## src/eea_regs.svh

```systemverilog
`ifndef EEA_REGS_SVH
`define EEA_REGS_SVH

// ****************************************************************
// register offsets
// ****************************************************************
`define EEA_OFS_PW_ZERO 8'h21
`define EEA_OFS_PW_ONE 8'h22
`define EEA_OFS_PW_TWO 8'h23
`define EEA_OFS_PW_THREE 8'h24
`define EEA_OFS_NVM_ADDR 8'h25
`define EEA_OFS_NVM_DATA 8'h26
`define EEA_OFS_NVM_CMD 8'h27

// ****************************************************************
// nonvolatile map and mirror layout
// ****************************************************************
`define EEA_USER_FIRST 8'h00
`define EEA_USER_LAST 8'h2a
`define EEA_CFG_FIRST 8'h30
`define EEA_CFG_LAST 8'h37
`define EEA_CFG_LAST_IDX 3'h7
`define EEA_PWE_IDX 3'h0
`define EEA_SPW_FIRST_IDX 3'h1
`define EEA_SPW_LAST_IDX 3'h4
`define EEA_PWE_ON 8'hff

// ****************************************************************
// command codes and reset values
// ****************************************************************
`define EEA_CMD_NONE 8'h00
`define EEA_CMD_CFG_STORE 8'h11
`define EEA_CMD_CFG_LOAD 8'h12
`define EEA_CMD_BYTE_WR 8'h21
`define EEA_CMD_BYTE_RD 8'h22
`define EEA_RST_BYTE 8'h00

// ****************************************************************
// timing
// ****************************************************************
`define EEA_CLK_MHZ 200
`define EEA_BOOT_TIME_MS 66

`endif

```

## src/eea_pkg.sv

```systemverilog
`include "eea_regs.svh"

package eea_pkg;

   // ****************************************************************
   // sequencer states
   // ****************************************************************
   typedef enum logic [2:0] {
      ST_BOOT_WAIT,
      ST_IDLE,
      ST_CFG_STORE,
      ST_CFG_LOAD,
      ST_BYTE_WR,
      ST_BYTE_RD,
      ST_BYTE_CAP
   } eea_state_type;

   // true for a byte that single-byte commands may reach
   function automatic logic eea_nvm_addr_ok(input logic [7:0] a);
      eea_nvm_addr_ok = (a <= `EEA_USER_LAST) || (a >= `EEA_CFG_FIRST && a <= `EEA_CFG_LAST);
   endfunction : eea_nvm_addr_ok

   // true for an offset inside the configuration mirror
   function automatic logic eea_is_mirror(input logic [7:0] a);
      eea_is_mirror = (a >= `EEA_CFG_FIRST) && (a <= `EEA_CFG_LAST);
   endfunction : eea_is_mirror

endpackage : eea_pkg

```

## src/eea_nvm_mem.sv

```systemverilog
`timescale 1ns/1ps
`default_nettype none

// ****************************************************************
// nonvolatile byte array, registered read data
// ****************************************************************
module eea_nvm_mem #(
   parameter int DATA_W = 8,
   parameter int ADDR_W = 6
) (
   input wire logic mclk_i,
   input wire logic rst_b_i,
   input wire logic wr_en_i,
   input wire logic rd_en_i,
   input wire logic [ADDR_W-1:0] addr_i,
   input wire logic [DATA_W-1:0] wdata_i,
   output logic [DATA_W-1:0] rdata_o
);

   // cells start at their delivery value of zero and survive reset, like the real array
   logic [DATA_W-1:0] cell_reg [0:(1<<ADDR_W)-1] = '{default: '0};

   // cell writes, no reset branch
   always_ff @(posedge mclk_i) begin
      if (wr_en_i) begin
         cell_reg[addr_i] <= wdata_i;
      end
   end

   // read data one cycle after the strobe
   always_ff @(posedge mclk_i) begin
      if (!rst_b_i) begin
         rdata_o <= '0;
      end else if (rd_en_i) begin
         rdata_o <= cell_reg[addr_i];
      end
   end

endmodule : eea_nvm_mem

`default_nettype wire

```

## src/eea_nvm_access.sv

```systemverilog
// Summary of operation
// RULE_01: write-only byte for password bits 15..8; reads give zero; resets to zero.
// RULE_02: write-only byte for password bits 23..16; reads give zero; resets to zero.
// RULE_03: write-only byte for password bits 31..24; reads give zero; resets to zero.
// RULE_04: address register picks the single byte; readable, write protected, resets zero.
// RULE_05: data register takes read bytes and supplies write bytes; write protected.
// RULE_06: command register is write-only, protected; a known code starts its operation.
// RULE_07: host disables auto refresh and waits for not busy before commanding.
// RULE_08: host writes the neutral code before every real command.
// RULE_09: command register resets to the neutral code that starts nothing.
// RULE_10: store command copies all eight mirror bytes into nonvolatile memory.
// RULE_11: load command copies all eight configuration bytes back into the mirror.
// RULE_12: byte write command programs the data byte at the held address.
// RULE_13: byte read command fetches the addressed byte into the data register.
// RULE_14: single-byte commands only reach user bytes and configuration bytes.
// RULE_15: after power-up and first refresh, clear all four password entry bytes.
// RULE_16: enable value of all ones requires entered password to match stored one.
// RULE_17: a fourth write-only byte holds password bits 7..0.
// RULE_18: busy stands from command acceptance until the transfer has finished.
// RULE_19: when locked, writes to address, data and command are ignored.
`timescale 1ns/1ps
`default_nettype none
`include "eea_regs.svh"

module eea_nvm_access
   import eea_pkg::*;
#(
   parameter int BOOT_CYCLES = `EEA_BOOT_TIME_MS * `EEA_CLK_MHZ * 1000
) (
   input wire logic mclk_i,
   input wire logic rst_b_i,
   input wire logic reg_wr_i,
   input wire logic reg_rd_i,
   input wire logic [7:0] reg_addr_i,
   input wire logic [7:0] reg_wdata_i,
   input wire logic auto_refresh_disable_i,
   output logic [7:0] reg_rdata_o,
   output logic nvm_transfer_busy_o
);

   // ****************************************************************
   // state
   // ****************************************************************
   eea_state_type state_reg, state_next;
   logic [31:0] boot_cnt_reg;
   logic boot_pending_reg;
   logic [2:0] idx_reg;
   logic phase_reg;
   logic armed_reg;
   logic [7:0] password_byte_zero_reg, password_byte_one_reg;
   logic [7:0] password_byte_two_reg, password_byte_three_reg;
   logic [7:0] nvm_target_address_reg, nvm_transfer_byte_reg, nvm_command_code_reg;
   logic [7:0] mirror_reg [0:7];
   logic wp_ok, cmd_go, addr_ok, load_done;
   logic mem_wr, mem_rd;
   logic [5:0] mem_addr;
   logic [7:0] cfg_addr;
   logic [7:0] mem_wdata, mem_rdata;
   logic [2:0] wr_idx;

   localparam logic [31:0] BOOT_LAST = 32'(BOOT_CYCLES - 1);

   // ****************************************************************
   // protection and command decode
   // ****************************************************************
   // protection follows the mirrored enable and stored password bytes
   assign wp_ok = (mirror_reg[`EEA_PWE_IDX] != `EEA_PWE_ON) ||
      ({password_byte_three_reg, password_byte_two_reg, password_byte_one_reg, password_byte_zero_reg} ==
       {mirror_reg[4], mirror_reg[3], mirror_reg[2], mirror_reg[1]}); // RULE_16 RULE_17
   // a command only starts when idle, armed by the neutral code and auto refresh is off
   assign cmd_go = reg_wr_i && reg_addr_i == `EEA_OFS_NVM_CMD && wp_ok && state_reg == ST_IDLE &&
      armed_reg && auto_refresh_disable_i; // RULE_06 RULE_07 RULE_19
   assign addr_ok = eea_nvm_addr_ok(nvm_target_address_reg); // RULE_14
   assign load_done = state_reg == ST_CFG_LOAD && phase_reg && idx_reg == `EEA_CFG_LAST_IDX;
   assign wr_idx = reg_addr_i[2:0];

   // ****************************************************************
   // sequencer
   // ****************************************************************
   always_comb begin
      state_next = state_reg;
      unique case (state_reg)
         ST_BOOT_WAIT: if (boot_cnt_reg == BOOT_LAST) state_next = ST_CFG_LOAD;
         ST_IDLE: begin
            if (cmd_go) begin
               if (reg_wdata_i == `EEA_CMD_CFG_STORE) state_next = ST_CFG_STORE; // RULE_10
               else if (reg_wdata_i == `EEA_CMD_CFG_LOAD) state_next = ST_CFG_LOAD; // RULE_11
               else if (reg_wdata_i == `EEA_CMD_BYTE_WR) state_next = ST_BYTE_WR; // RULE_12
               else if (reg_wdata_i == `EEA_CMD_BYTE_RD) state_next = ST_BYTE_RD; // RULE_13
            end
         end
         ST_CFG_STORE: if (idx_reg == `EEA_CFG_LAST_IDX) state_next = ST_IDLE;
         ST_CFG_LOAD: if (load_done) state_next = ST_IDLE;
         ST_BYTE_WR: state_next = ST_IDLE;
         ST_BYTE_RD: state_next = ST_BYTE_CAP;
         ST_BYTE_CAP: state_next = ST_IDLE;
      endcase
   end

   always_ff @(posedge mclk_i) begin
      if (!rst_b_i) begin
         state_reg <= ST_BOOT_WAIT;
      end else begin
         state_reg <= state_next;
      end
   end

   // busy runs one step ahead so it comes straight from a flop
   always_ff @(posedge mclk_i) begin
      if (!rst_b_i) begin
         nvm_transfer_busy_o <= 1'b1;
      end else begin
         nvm_transfer_busy_o <= state_next != ST_IDLE; // RULE_18
      end
   end

   // power-up wait before the first refresh; long, so it is a parameter
   always_ff @(posedge mclk_i) begin
      if (!rst_b_i) begin
         boot_cnt_reg <= '0;
      end else if (state_reg == ST_BOOT_WAIT) begin
         boot_cnt_reg <= boot_cnt_reg + 32'h1;
      end
   end

   always_ff @(posedge mclk_i) begin
      if (!rst_b_i) begin
         boot_pending_reg <= 1'b1;
      end else if (load_done) begin
         boot_pending_reg <= 1'b0;
      end
   end

   // byte index and read phase for the eight-byte sweeps
   always_ff @(posedge mclk_i) begin
      if (!rst_b_i) begin
         idx_reg <= '0;
         phase_reg <= 1'b0;
      end else if (state_reg == ST_CFG_STORE) begin
         idx_reg <= idx_reg + 3'h1;
      end else if (state_reg == ST_CFG_LOAD) begin
         phase_reg <= ~phase_reg;
         if (phase_reg) idx_reg <= idx_reg + 3'h1;
      end else begin
         idx_reg <= '0;
         phase_reg <= 1'b0;
      end
   end

   // ****************************************************************
   // memory port
   // ****************************************************************
   // sweep offset within the configuration block; the array only needs its low six bits
   assign cfg_addr = `EEA_CFG_FIRST + {5'h0, idx_reg};

   // out-of-map addresses never touch the array
   always_comb begin
      mem_rd = (state_reg == ST_CFG_LOAD && !phase_reg) || (state_reg == ST_BYTE_RD && addr_ok); // RULE_11 RULE_13
      mem_wr = state_reg == ST_CFG_STORE || (state_reg == ST_BYTE_WR && addr_ok); // RULE_10 RULE_12
      mem_addr = (state_reg == ST_CFG_LOAD || state_reg == ST_CFG_STORE) ?
         cfg_addr[5:0] : nvm_target_address_reg[5:0];
      mem_wdata = (state_reg == ST_CFG_STORE) ? mirror_reg[idx_reg] : nvm_transfer_byte_reg;
   end

   eea_nvm_mem #(
      .DATA_W(8),
      .ADDR_W(6)
   ) u_mem (
      .mclk_i(mclk_i),
      .rst_b_i(rst_b_i),
      .wr_en_i(mem_wr),
      .rd_en_i(mem_rd),
      .addr_i(mem_addr),
      .wdata_i(mem_wdata),
      .rdata_o(mem_rdata)
   );

   // ****************************************************************
   // host registers
   // ****************************************************************
   // entry bytes are never protected; the end of the first refresh wipes them
   always_ff @(posedge mclk_i) begin
      if (!rst_b_i) begin
         password_byte_zero_reg <= `EEA_RST_BYTE;
         password_byte_one_reg <= `EEA_RST_BYTE;
         password_byte_two_reg <= `EEA_RST_BYTE;
         password_byte_three_reg <= `EEA_RST_BYTE;
      end else if (load_done && boot_pending_reg) begin
         password_byte_zero_reg <= `EEA_RST_BYTE; // RULE_15
         password_byte_one_reg <= `EEA_RST_BYTE;
         password_byte_two_reg <= `EEA_RST_BYTE;
         password_byte_three_reg <= `EEA_RST_BYTE;
      end else if (reg_wr_i) begin
         if (reg_addr_i == `EEA_OFS_PW_ZERO) password_byte_zero_reg <= reg_wdata_i; // RULE_17
         if (reg_addr_i == `EEA_OFS_PW_ONE) password_byte_one_reg <= reg_wdata_i; // RULE_01
         if (reg_addr_i == `EEA_OFS_PW_TWO) password_byte_two_reg <= reg_wdata_i; // RULE_02
         if (reg_addr_i == `EEA_OFS_PW_THREE) password_byte_three_reg <= reg_wdata_i; // RULE_03
      end
   end

   always_ff @(posedge mclk_i) begin
      if (!rst_b_i) begin
         nvm_target_address_reg <= `EEA_RST_BYTE;
      end else if (reg_wr_i && reg_addr_i == `EEA_OFS_NVM_ADDR && wp_ok) begin
         nvm_target_address_reg <= reg_wdata_i; // RULE_04 RULE_19
      end
   end

   // a finishing byte read wins over a host write in the same cycle
   always_ff @(posedge mclk_i) begin
      if (!rst_b_i) begin
         nvm_transfer_byte_reg <= `EEA_RST_BYTE;
      end else if (state_reg == ST_BYTE_CAP && addr_ok) begin
         nvm_transfer_byte_reg <= mem_rdata; // RULE_13
      end else if (reg_wr_i && reg_addr_i == `EEA_OFS_NVM_DATA && wp_ok) begin
         nvm_transfer_byte_reg <= reg_wdata_i; // RULE_05 RULE_19
      end
   end

   // only the neutral code arms the next command
   always_ff @(posedge mclk_i) begin
      if (!rst_b_i) begin
         nvm_command_code_reg <= `EEA_CMD_NONE; // RULE_09
         armed_reg <= 1'b0;
      end else if (reg_wr_i && reg_addr_i == `EEA_OFS_NVM_CMD && wp_ok && state_reg == ST_IDLE) begin
         nvm_command_code_reg <= reg_wdata_i; // RULE_06
         armed_reg <= reg_wdata_i == `EEA_CMD_NONE; // RULE_08
      end
   end

   // mirror: the refresh sweep has priority over host writes
   always_ff @(posedge mclk_i) begin
      if (!rst_b_i) begin
         for (int i = 0; i < 8; i++) mirror_reg[i] <= `EEA_RST_BYTE;
      end else if (state_reg == ST_CFG_LOAD && phase_reg) begin
         mirror_reg[idx_reg] <= mem_rdata; // RULE_11
      end else if (reg_wr_i && eea_is_mirror(reg_addr_i) && wp_ok) begin
         mirror_reg[wr_idx] <= reg_wdata_i;
      end
   end

   // read mux; write-only bytes and stored password bytes read zero
   always_ff @(posedge mclk_i) begin
      if (!rst_b_i) begin
         reg_rdata_o <= `EEA_RST_BYTE;
      end else if (reg_rd_i) begin
         if (reg_addr_i == `EEA_OFS_NVM_ADDR) reg_rdata_o <= nvm_target_address_reg; // RULE_04
         else if (reg_addr_i == `EEA_OFS_NVM_DATA) reg_rdata_o <= nvm_transfer_byte_reg; // RULE_05
         else if (eea_is_mirror(reg_addr_i) && (wr_idx < `EEA_SPW_FIRST_IDX || wr_idx > `EEA_SPW_LAST_IDX))
            reg_rdata_o <= mirror_reg[wr_idx];
         else reg_rdata_o <= `EEA_RST_BYTE; // RULE_01 RULE_02 RULE_03
      end
   end
endmodule : eea_nvm_access

`default_nettype wire

```

## config.mk

```make
export PLATFORM = sky130hd
export DESIGN_NAME = eea_nvm_access
export DESIGN_NICKNAME = d
export VERILOG_FILES = /design/src/eea_pkg.sv /design/src/eea_nvm_mem.sv /design/src/eea_nvm_access.sv
export VERILOG_INCLUDE_DIRS = /design/src
export SDC_FILE = /design/constraint.sdc
export NUM_CORES = 1
export LEC_CHECK = 0
export ABC_AREA = 1
export BUFFER_PORTS_ARGS = -buffer_cell sky130_fd_sc_hd__buf_2
export CELL_PAD_IN_SITES_DETAIL_PLACEMENT = 0
export CELL_PAD_IN_SITES_GLOBAL_PLACEMENT = 1
export CORE_MARGIN = 2
export CORE_UTILIZATION = 50
export CTS_BUF_LIST = sky130_fd_sc_hd__clkbuf_16
export DETAILED_ROUTE_END_ITERATION = 7
export PLACE_DENSITY_LB_ADDON = 0.05
export SLEW_MARGIN = 20
export SYNTH_ARGS = -nofsm -noshare
export SYNTH_HDL_FRONTEND = slang
export SYNTH_SLANG_ARGS = --single-unit
```

## constraint.sdc

```tcl
create_clock -name mclk_i -period 5.3 [get_ports mclk_i]
set_input_delay 0.795 -clock mclk_i [delete_from_list [all_inputs] [get_ports mclk_i]]
set_output_delay 0.795 -clock mclk_i [all_outputs]
set_load 0.1 [all_outputs]
```

# Word-level counts from Yosys, hierarchy flattened
# Memories as Yosys holds them, arrays and structs flattened. A register that Yosys moved wholly into a read port is not among the register bits.
# Index checks and enable logic that the tools add are counted.
[totals]
out_inout_bits = 9
ff_bits = 98
mem_count = 2
elab_cells = 129
mem_bits_rw = 576
inputBits = 21
[mem_list]
columns = ["memory", "words", "word_bits", "read_ports", "rd_clocked_by_memory_dff", "wr", "line_no", "text"]
rows = [
  ["u_mem.cell_reg", 64, 8, 1, 1, 1, "eea_nvm_mem.sv:21", "logic [DATA_W-1:0] cell_reg [0:(1<<ADDR_W)-1] = '{default: '0};"],
  ["mirror_reg", 8, 8, 7, 1, 8, "eea_nvm_access.sv:53", "logic [7:0] mirror_reg [0:7];"],
]
[op_classes]
bitwise = 2
n_reduce_logical = 40
n_addsub = 3
magnitude_cmp = 7
muxes = 38
n_eq_ne = 23
[ops]
columns = ["operator", "count"]
rows = [
  ["8-bit by 6-bit == test with 1-bit output, second input constant", 9],
  ["8-bit two-way mux", 8],
  ["3-bit two-way mux", 15],
  ["32-bit by 1-bit adder with 32-bit output, second input constant", 1],
  ["32-bit by 24-bit == test with 1-bit output, second input constant", 1],
  ["32-bit == test", 1],
  ["8-bit by 6-bit less-or-equal comparator with 1-bit output, second input constant", 3],
  ["1-bit logical AND", 21],
  ["3-bit one-hot mux with 6 select lines", 1],
  ["8-bit by 5-bit == test with 1-bit output, second input constant", 2],
  ["8-bit by 6-bit >= comparator with 1-bit output, second input constant", 2],
  ["8-bit OR reduction", 2],
  ["1-bit two-way mux", 13],
  ["3-bit == test, second input constant", 4],
  ["8-bit logical NOT", 1],
  ["8-bit inequality test, second input constant", 1],
  ["2-bit AND reduction", 4],
  ["6-bit by 3-bit adder with 6-bit output, first input constant", 1],
  ["3-bit by 2-bit == test with 1-bit output, second input constant", 2],
  ["1-bit logical OR", 6],
  ["6-bit two-way mux", 1],
  ["2-bit OR reduction", 2],
  ["3-bit by 1-bit adder with 3-bit output, second input constant", 1],
  ["3-bit by 1-bit == test with 1-bit output, second input constant", 1],
  ["8 further kinds", 10],
]

# Depth between registers and ports, before layout
# Gate-level depths: netlist of the first run.
[depth]
word_depth = 10
mapped_depth = 16
ltp_nobuf = 15

# Cells and area by module
# A second synthesis of the first run with hierarchy kept.
[hier_totals]
cells_unflattened = 3327
hier_area_um2 = 30744.5
[by_module_without_submodules]
columns = ["module", "area_per_inst_um2", "instances", "seq_area_each_um2", "cells_per_inst"]
rows = [
  ["eea_nvm_mem", 22180.0, 1, 15534.9, 2201],
  ["eea_nvm_access", 8564.5, 1, 3943.8, 1126],
]

# Least setup slack after synthesis of the first run
# OpenSTA, ideal clock, no wires.
[synth_timing]
path_kind = "register to register"
start = "register state_reg[2]"
end = "memory u_mem.cell_reg[0][0], data pin"
period_less_slack_ns = 4.268
arrival_time_ns = 3.566
setup_ns = 0.702
path_buffers = 1
t_required_ns = 4.598
setup_slack_ns = 1.032
stages_incl_launch_ff = 6
cell_sequence = "dfxtp_1 inv_4 nand2_1 clkinv_1 clkbuf_1 o21ai_0"
[synth_via]
elab_chain_cells = 2
[synth_rtl]
columns = ["item", "line_no", "text"]
rows = [
  ["start: declaration", "eea_nvm_access.sv:44", "eea_state_type state_reg, state_next;"],
  ["start signal: assignment", "eea_nvm_access.sv:104", "state_reg <= state_next;"],
  ["3-bit by 2-bit == test with 1-bit output", "eea_nvm_access.sv:162", "mem_wdata = (state_reg == ST_CFG_STORE) ? mirror_reg[idx_reg] : nvm_transfer_byte_reg;"],
  ["8-bit two-way mux", "eea_nvm_access.sv:162", ""],
  ["via mem_wdata[0]", "eea_nvm_access.sv:58", "logic [7:0] mem_wdata, mem_rdata;"],
  ["end: declaration", "eea_nvm_mem.sv:21", ""],
]
# The timed path passes the listed nets, and every way through them passes these cells.

# Worst setup path in the final report of the first run
[layout_timing]
start = "register state_reg[1]"
end = "memory u_mem.cell_reg[40][3], enable pin"
[layout_via]
elab_chain_cells = 5
word_cells_on_any_way = 9
classes_between = "eq/ne: 3; mux: 3; reduce/logical: 3"
[layout_rtl]
columns = ["item", "line_no", "text"]
rows = [
  ["3-bit == test", "eea_nvm_access.sv:159", "mem_wr = state_reg == ST_CFG_STORE || (state_reg == ST_BYTE_WR && addr_ok);"],
  ["1-bit logical AND", "eea_nvm_access.sv:159", ""],
  ["1-bit logical OR", "eea_nvm_access.sv:159", ""],
  ["1-bit two-way mux", "eea_nvm_mem.sv:25", "if (wr_en_i) begin"],
  ["1-bit two-way mux (implied by the code)", "eea_nvm_mem.sv:26", "cell_reg[addr_i] <= wdata_i;"],
]
# Parallel ways exist; a longest one is shown, timed or not.

==> impl_metrics.ini, run 1 <==
[status]
outcome = completed

[die]
io_pins = 30
dieArea_mm2 = 0.06321
die_y_um = 251.4
core_area_mm2 = 0.06047
core.rowCount = 90
dieWidth_um = 251.4
initial_core_util = 0.5062

[yosys]
avgSynthCellArea_um2 = 9.488
ys.warnings.count = 0
ys_ff_latch = 685
ys_seq_area_frac = 0.6364
postSynthCellCount = 3226
syn_area_mm2 = 0.03061
yosysUniqueCellTypes = 49

[power]
clockPowerShare = 0.386
p_sw_w = 0.003239
ir_drop_mv = 0.2734
p_leak_nw = 13.82
pwr-share-seq = 0.493
power_density_mw_per_mm2 = 359.8
combPwrFrac = 0.121
p_int_w = 0.009015
sw_frac_of_total = 0.2643

[flow_run]
max_cap_viol_count = 0

[critical_path]
path_class = reg2reg
path_cells = nand2_8 -> nand2_1 -> o21ai_4 -> buf_4 -> nor2_2 -> nand2_1 -> nor2_1
cp-end-kind = register
start_kind = register
worst_path_dominant_cell_family = simple AND/OR/NAND/NOR gates
cp_num_buf_inv = 1
slowest_stage = nor2_1
crit_path_max_fanout = 53
arrival_ns = 3.81
worst_path_largest_cell_delay_ns = 0.72
critPathRequiredTime_ns = 5.54
crit_top_cell = nand2_1

[clocking]
cts_buffer_depth = 3
clk_pin_slew_ns = 0.06
cts_tree = built
cts.sinks = 685
clock_latency_ns = 0.61
ctsResizeCount = 0
cts-htree-levels = 3
cts-root-buf = clkbuf_16
post_cts.repair.setup_buffers = 0
cts_inserted_buffers = 74
cts_hold_buf = 0

[drt]
drtIter0Drc = 2183
via_count = 22500
dr.pass1.iters = 5
vias_per_cell = 5.388
drt_wl_total_um = 85050
wl_per_cell_um = 20.37
ant_nets = 0
drcViolationCount = 0

[finish]
final_common_cell = nand2_1
num_antenna_cells = 0
largest_reg_flops = 512
fin_nets = 3364
fillCellCount = 5344
layout_common_cells = nand2_1, edfxtp_1, nor2_1, inv_1, nand3_1
instances_no_fill = 4176
drive_gt1_frac = 0.07484
syn_to_final_growth_pct = 11.27
finish.utilization = 0.5632

[global_route]
grt_pass1_wl_um = 128700
antenna_found_initial = 0
grt_usage = 0.2707
grt_max_degree = 134
grt_pass1_vias = 21240
gr-total-overflow = 0

[place]
place_ws_ns = 1.729
routabilityCongestion = 0.9037
placedCellCount = 4045
io_buffers = 29
hpwl_um = 54580

[timing]
relSlewSlack = 0.2331
finalClockSkew_ns = 0.03346
slew_viol_final = 0
setup_ws_ns = 1.731
worst_slew_pin_slew_ns = 1.150
layout_min_cycle_time_ns = 3.569
rsz0062_at_grt = no
timing.final.crit_share = 0.6733
max_freq_ghz = 0.2802
hold_viol_final = 0
tns_ns = 0
setup_violations = 0

[worst_hold_path]
hold_path_class = reg2reg
[cell type report]
cell class | count | area [um^2] | area share
clock inverter | 53 | 265.3 | 0.007789
clock buffer | 77 | 1927 | 0.05658
sequential | 685 | 19480 | 0.5720
inverter | 201 | 757.0 | 0.02223
timing repair buffer | 73 | 520.5 | 0.01528
multi-input combinational | 2305 | 10130 | 0.2974
tap | 782 | 978.4 | 0.02873
[through the flow]
| step | instance area (um^2) | power (W) | hold slack, ns |
|---|---|---|---|
| final | 34060 | 0.01225 | 0.4455 |
| after global routing | 34060 | 0.01272 | 0.4927 |
| after CTS | 34020 | 0.01233 | 0.4488 |
| after detailed placement | 31830 | 0.007623 | 0.4337 |
| after global placement | 31830 | 0.007607 | 0.4280 |
| after floorplan | 30990 | 0.007124 | 0.4188 |
[path summary, 6_finish.rpt]
| kind | startpoint | to | slack [ns] | cells past startpoint |
|---|---|---|---|---|
| setup / recovery | state_reg[1] | u_mem.cell_reg[40][3] | 1.73 | 7 |
| setup reg to reg | state_reg[1] | u_mem.cell_reg[40][3] | 1.73 | 7 |
| hold reg to reg | boot_pending_reg | boot_pending_reg | 0.45 | 2 |
| hold / removal | boot_pending_reg | boot_pending_reg | 0.45 | 2 |
[synth_stat cells, drive strengths merged]
cell type     n  area [um^2]
xor2          6        52.55
clkinv        2        7.510
a22oi         1        7.510
nor3b         1        7.510
nor4          6        43.79
inv         199        749.5
ha            3        37.54
nand2      1298         4941
o22ai        21        131.4
a21oi       131        655.6
mux2          8        90.09
nand4        16        106.4
conb          1        3.750
a221oi        1        8.760
nor3         22        121.4
o211ai       10        75.07
buf          85        585.6
dfxtp       109         2182
nor2        259        999.7
a31oi         1        6.260
o221ai        8        70.07
a211oi       14        105.1
o211a         1        10.01
edfxtp      576        17300
o21a          1        7.510
xnor2        17        148.9
and3          1        6.260
nand3b        2        15.01
o21ai       145        737.0
o2111ai       4        35.03
or2          31        193.9
nand3       192        960.9
clkbuf       53        198.9
o21ba         1        10.01
[tightest hold or removal path: stages (launching register included)]
cell and delay, ns:
dfxtp_1 0.32, nand2_1 0.05, nand2_1 0.04
[power groups by stage]
stage / registers [W] / logic [W] / clock network, W
finish: 0.00604 / 0.00148 / 0.00473
global route: 0.00605 / 0.00164 / 0.00502
CTS: 0.00604 / 0.00147 / 0.00481
detailed placement: 0.00616 / 0.00147 / 0
global placement: 0.00615 / 0.00145 / 0
floorplan: 0.00617 / 0.000956 / 0
[per-layer routing]
layer  wire length, um  share of wire  vias up  GRT usage
met5                 0              0        -          0
met4              1980          0.023        0    0.07891
met3              6415          0.075      125    0.04684
met2             38240           0.45      749     0.4169
met1             38420           0.45    10780     0.3960
li1                  -              -    10850          -
[kinds of logic after synthesis]
kind of cell,Yosys count,synth area share
xor gates and xnor gates,23,0.006581
muxes,8,0.002943
adders and majority gates,3,0.001226
DFF,685,0.6364
other,1,0.0001225
and+or+nand+nor,1828,0.2416
AOI/OAI and AO/OA,339,0.06075
buffers and inverters,339,0.05036
Power figures use the tool's default switching activity.
==> run 2, diff against run 1 <==
- CORE_UTILIZATION: 50 -> 45
- clock period: 5.3 -> 3.1 ns (I/O delays scaled with it)
==> run 2 against run 1 <==
Against the previous run:
- non-clock buffer count increased by 103
- sequential share of layout area fell by 2.1 points
- clock power increased by 86%
- final cell count increased by 4.9%
- largest power group unchanged
- register-to-register slack got worse by 1.5 ns
- combinational power increased by 83%
- count of clock-buffer cells in the layout up 2
- sequential power up 71%
==> impl_metrics.ini, run 2 (synthesis gave the netlist of run 1 again) <==
[drt]
ant_nets = 0
drtIter0Drc = 1927
drcViolationCount = 0
vias_per_cell = 5.220
wl_per_cell_um = 20.37
dr.pass1.iters = 7
drt_wl_total_um = 89240
via_count = 22860

[finish]
final_common_cell = nand2_1
multi_input_area_mm2 = 0.01013
seqCellArea_mm2 = 0.01948
fin_nets = 3469
fin_area_mm2 = 0.03535
fillCellCount = 6224
drive_gt1_frac = 0.1066
layout_common_cells = nand2_1, edfxtp_1, nor2_1, inv_1, nand3_1
num_antenna_cells = 0
largest_reg_flops = 512
syn_to_final_growth_pct = 15.48
instances_no_fill = 4380

[place]
placedCellCount = 4240
dpl-instance-area_mm2 = 0.03290
routabilityCongestion = 0.8859
hpwl_um = 58030
io_buffers = 29
place_ws_ns = 0.02946

[timing]
finalClockSkew_ns = 0.02702
whs_ns = 0.1591
worst_slew_pin_slew_ns = 1.048
rsz0062_at_grt = no
relSlewSlack = 0.2987
setup_violations = 0
timing.final.crit_share = 0.9310
setup_ws_ns = 0.2139
layout_min_cycle_time_ns = 2.886
max_freq_ghz = 0.3465
slew_viol_final = 0
hold_viol_final = 0

[global_route]
gr-total-overflow = 0
grt_usage = 0.2559
grt_pass1_wl_um = 135300
antenna_found_initial = 1
grt_pass1_vias = 22060
grt_max_degree = 65

[power]
ir_drop_mv = 0.4156
finalPower_w = 0.02184
p_leak_nw = 14.49
power_density_mw_per_mm2 = 618.0

[flow_run]
max_cap_viol_count = 0

[clocking]
cts-root-buf = clkbuf_16
cts-htree-levels = 3
cts_hold_buf = 0
cts_tree = built
post_cts.repair.setup_buffers = 0
clock_latency_ns = 0.64
ctsResizeCount = 0
cts.sinks = 685
clk_pin_slew_ns = 0.06
cts_buffer_depth = 3
cts_inserted_buffers = 76

[critical_path]
path_class = reg2reg
crit_path_max_fanout = 11
start_kind = register
arrival_ns = 3.18
r2r_end = mirror_reg[0][4]
regToRegStartpoint = mirror_reg[4][0]
reg2reg_depth = 15
critPathRequiredTime_ns = 3.40
cp-end-kind = register
regToRegSetupSlack_ns = 0.21

[die]
core_area_mm2 = 0.06728
dieWidth_um = 264.8
io_pins = 30
initial_core_util = 0.4550
core.rowCount = 95
die_y_um = 264.8
dieArea_mm2 = 0.07012

[worst_hold_path]
min_to = reg_rdata_o[3]
hold_path_class = in2reg
whs_path_depth = 3
min_from = reg_rd_i

[status]
outcome = completed
==> run 2: changes by cell type in the layout (fill, tap and decap cells not counted), moves of 3 or more <==
| cell | delta |
|---|---|
| buf_4 | +89 |
| buf_12 | +15 |
| inv_1 | -8 |
| clkinv_2 | +7 |
| a21oi_1 | +3 |
| a21oi_2 | -3 |
| bufinv_16 | +3 |
| clkinv_8 | +3 |
| inv_6 | -3 |
| nand2_1 | -3 |
| nand2_2 | +3 |
==> run 2: how the worst max path moves through the flow <==
stage	start	end	slack, ns	cells after the start
detailed placement	state_reg[1]	u_mem.cell_reg[30][3]	0.03	7
global route	mirror_reg[4][4]	mirror_reg[0][3]	0.04	15
floorplan	state_reg[2]	u_mem.cell_reg[0][7]	-0.1	5
global placement	state_reg[1]	u_mem.cell_reg[6][7]	0.16	7
CTS	state_reg[1]	u_mem.cell_reg[6][0]	0.03	7
finish	mirror_reg[4][0]	mirror_reg[0][4]	0.21	15
==> run 2: routing by layer <==
| layer | wire length, um | track usage |
|---|---|---|
| met1 | 40170 | 0.3592 |
| met2 | 40770 | 0.4055 |
| met3 | 5673 | 0.04496 |
| met4 | 2623 | 0.08139 |
| met5 | 12 | 0 |
==> run 2: final cells by class <==
| cell class | count | area share |
|---|---|---|
| clock inverters | 61 | 0.01267 |
| multi-input cells | 2305 | 0.2867 |
| clock buffers | 79 | 0.05593 |
| inverters | 201 | 0.02142 |
| flip-flops and latches | 685 | 0.5511 |
| repair buffers | 176 | 0.04135 |
| well taps | 873 | 0.03090 |
==> run 2: worst max-delay path, stage by stage, from the launching register on <==
cell and delay [ns]:
edfxtp_1 0.45, inv_1 0.12, nand2_1 0.06, nand2_1 0.06
nand2_1 0.05, nor2_1 0.17, nand2_1 0.08, nor2_1 0.15
nand2_1 0.12, nand2_1 0.24, nand2_2 0.18, nand2_1 0.09
o21ai_0 0.09, nor2_2 0.23, nand2_2 0.18, nand2_1 0.29
==> run 2: through the flow <==
stage                 util  TNS (ns)
floorplan                -    -50.89
global placement    0.4891         0
detailed placement  0.4891         0
CTS                 0.5251         0
global route        0.5254         0
finish              0.5254         0
==> run 2: power breakdown <==
part	switching, W	internal (W)
sequential	0.0000933	0.0102
combinational	0.00199	0.000718
clock	0.00380	0.00499
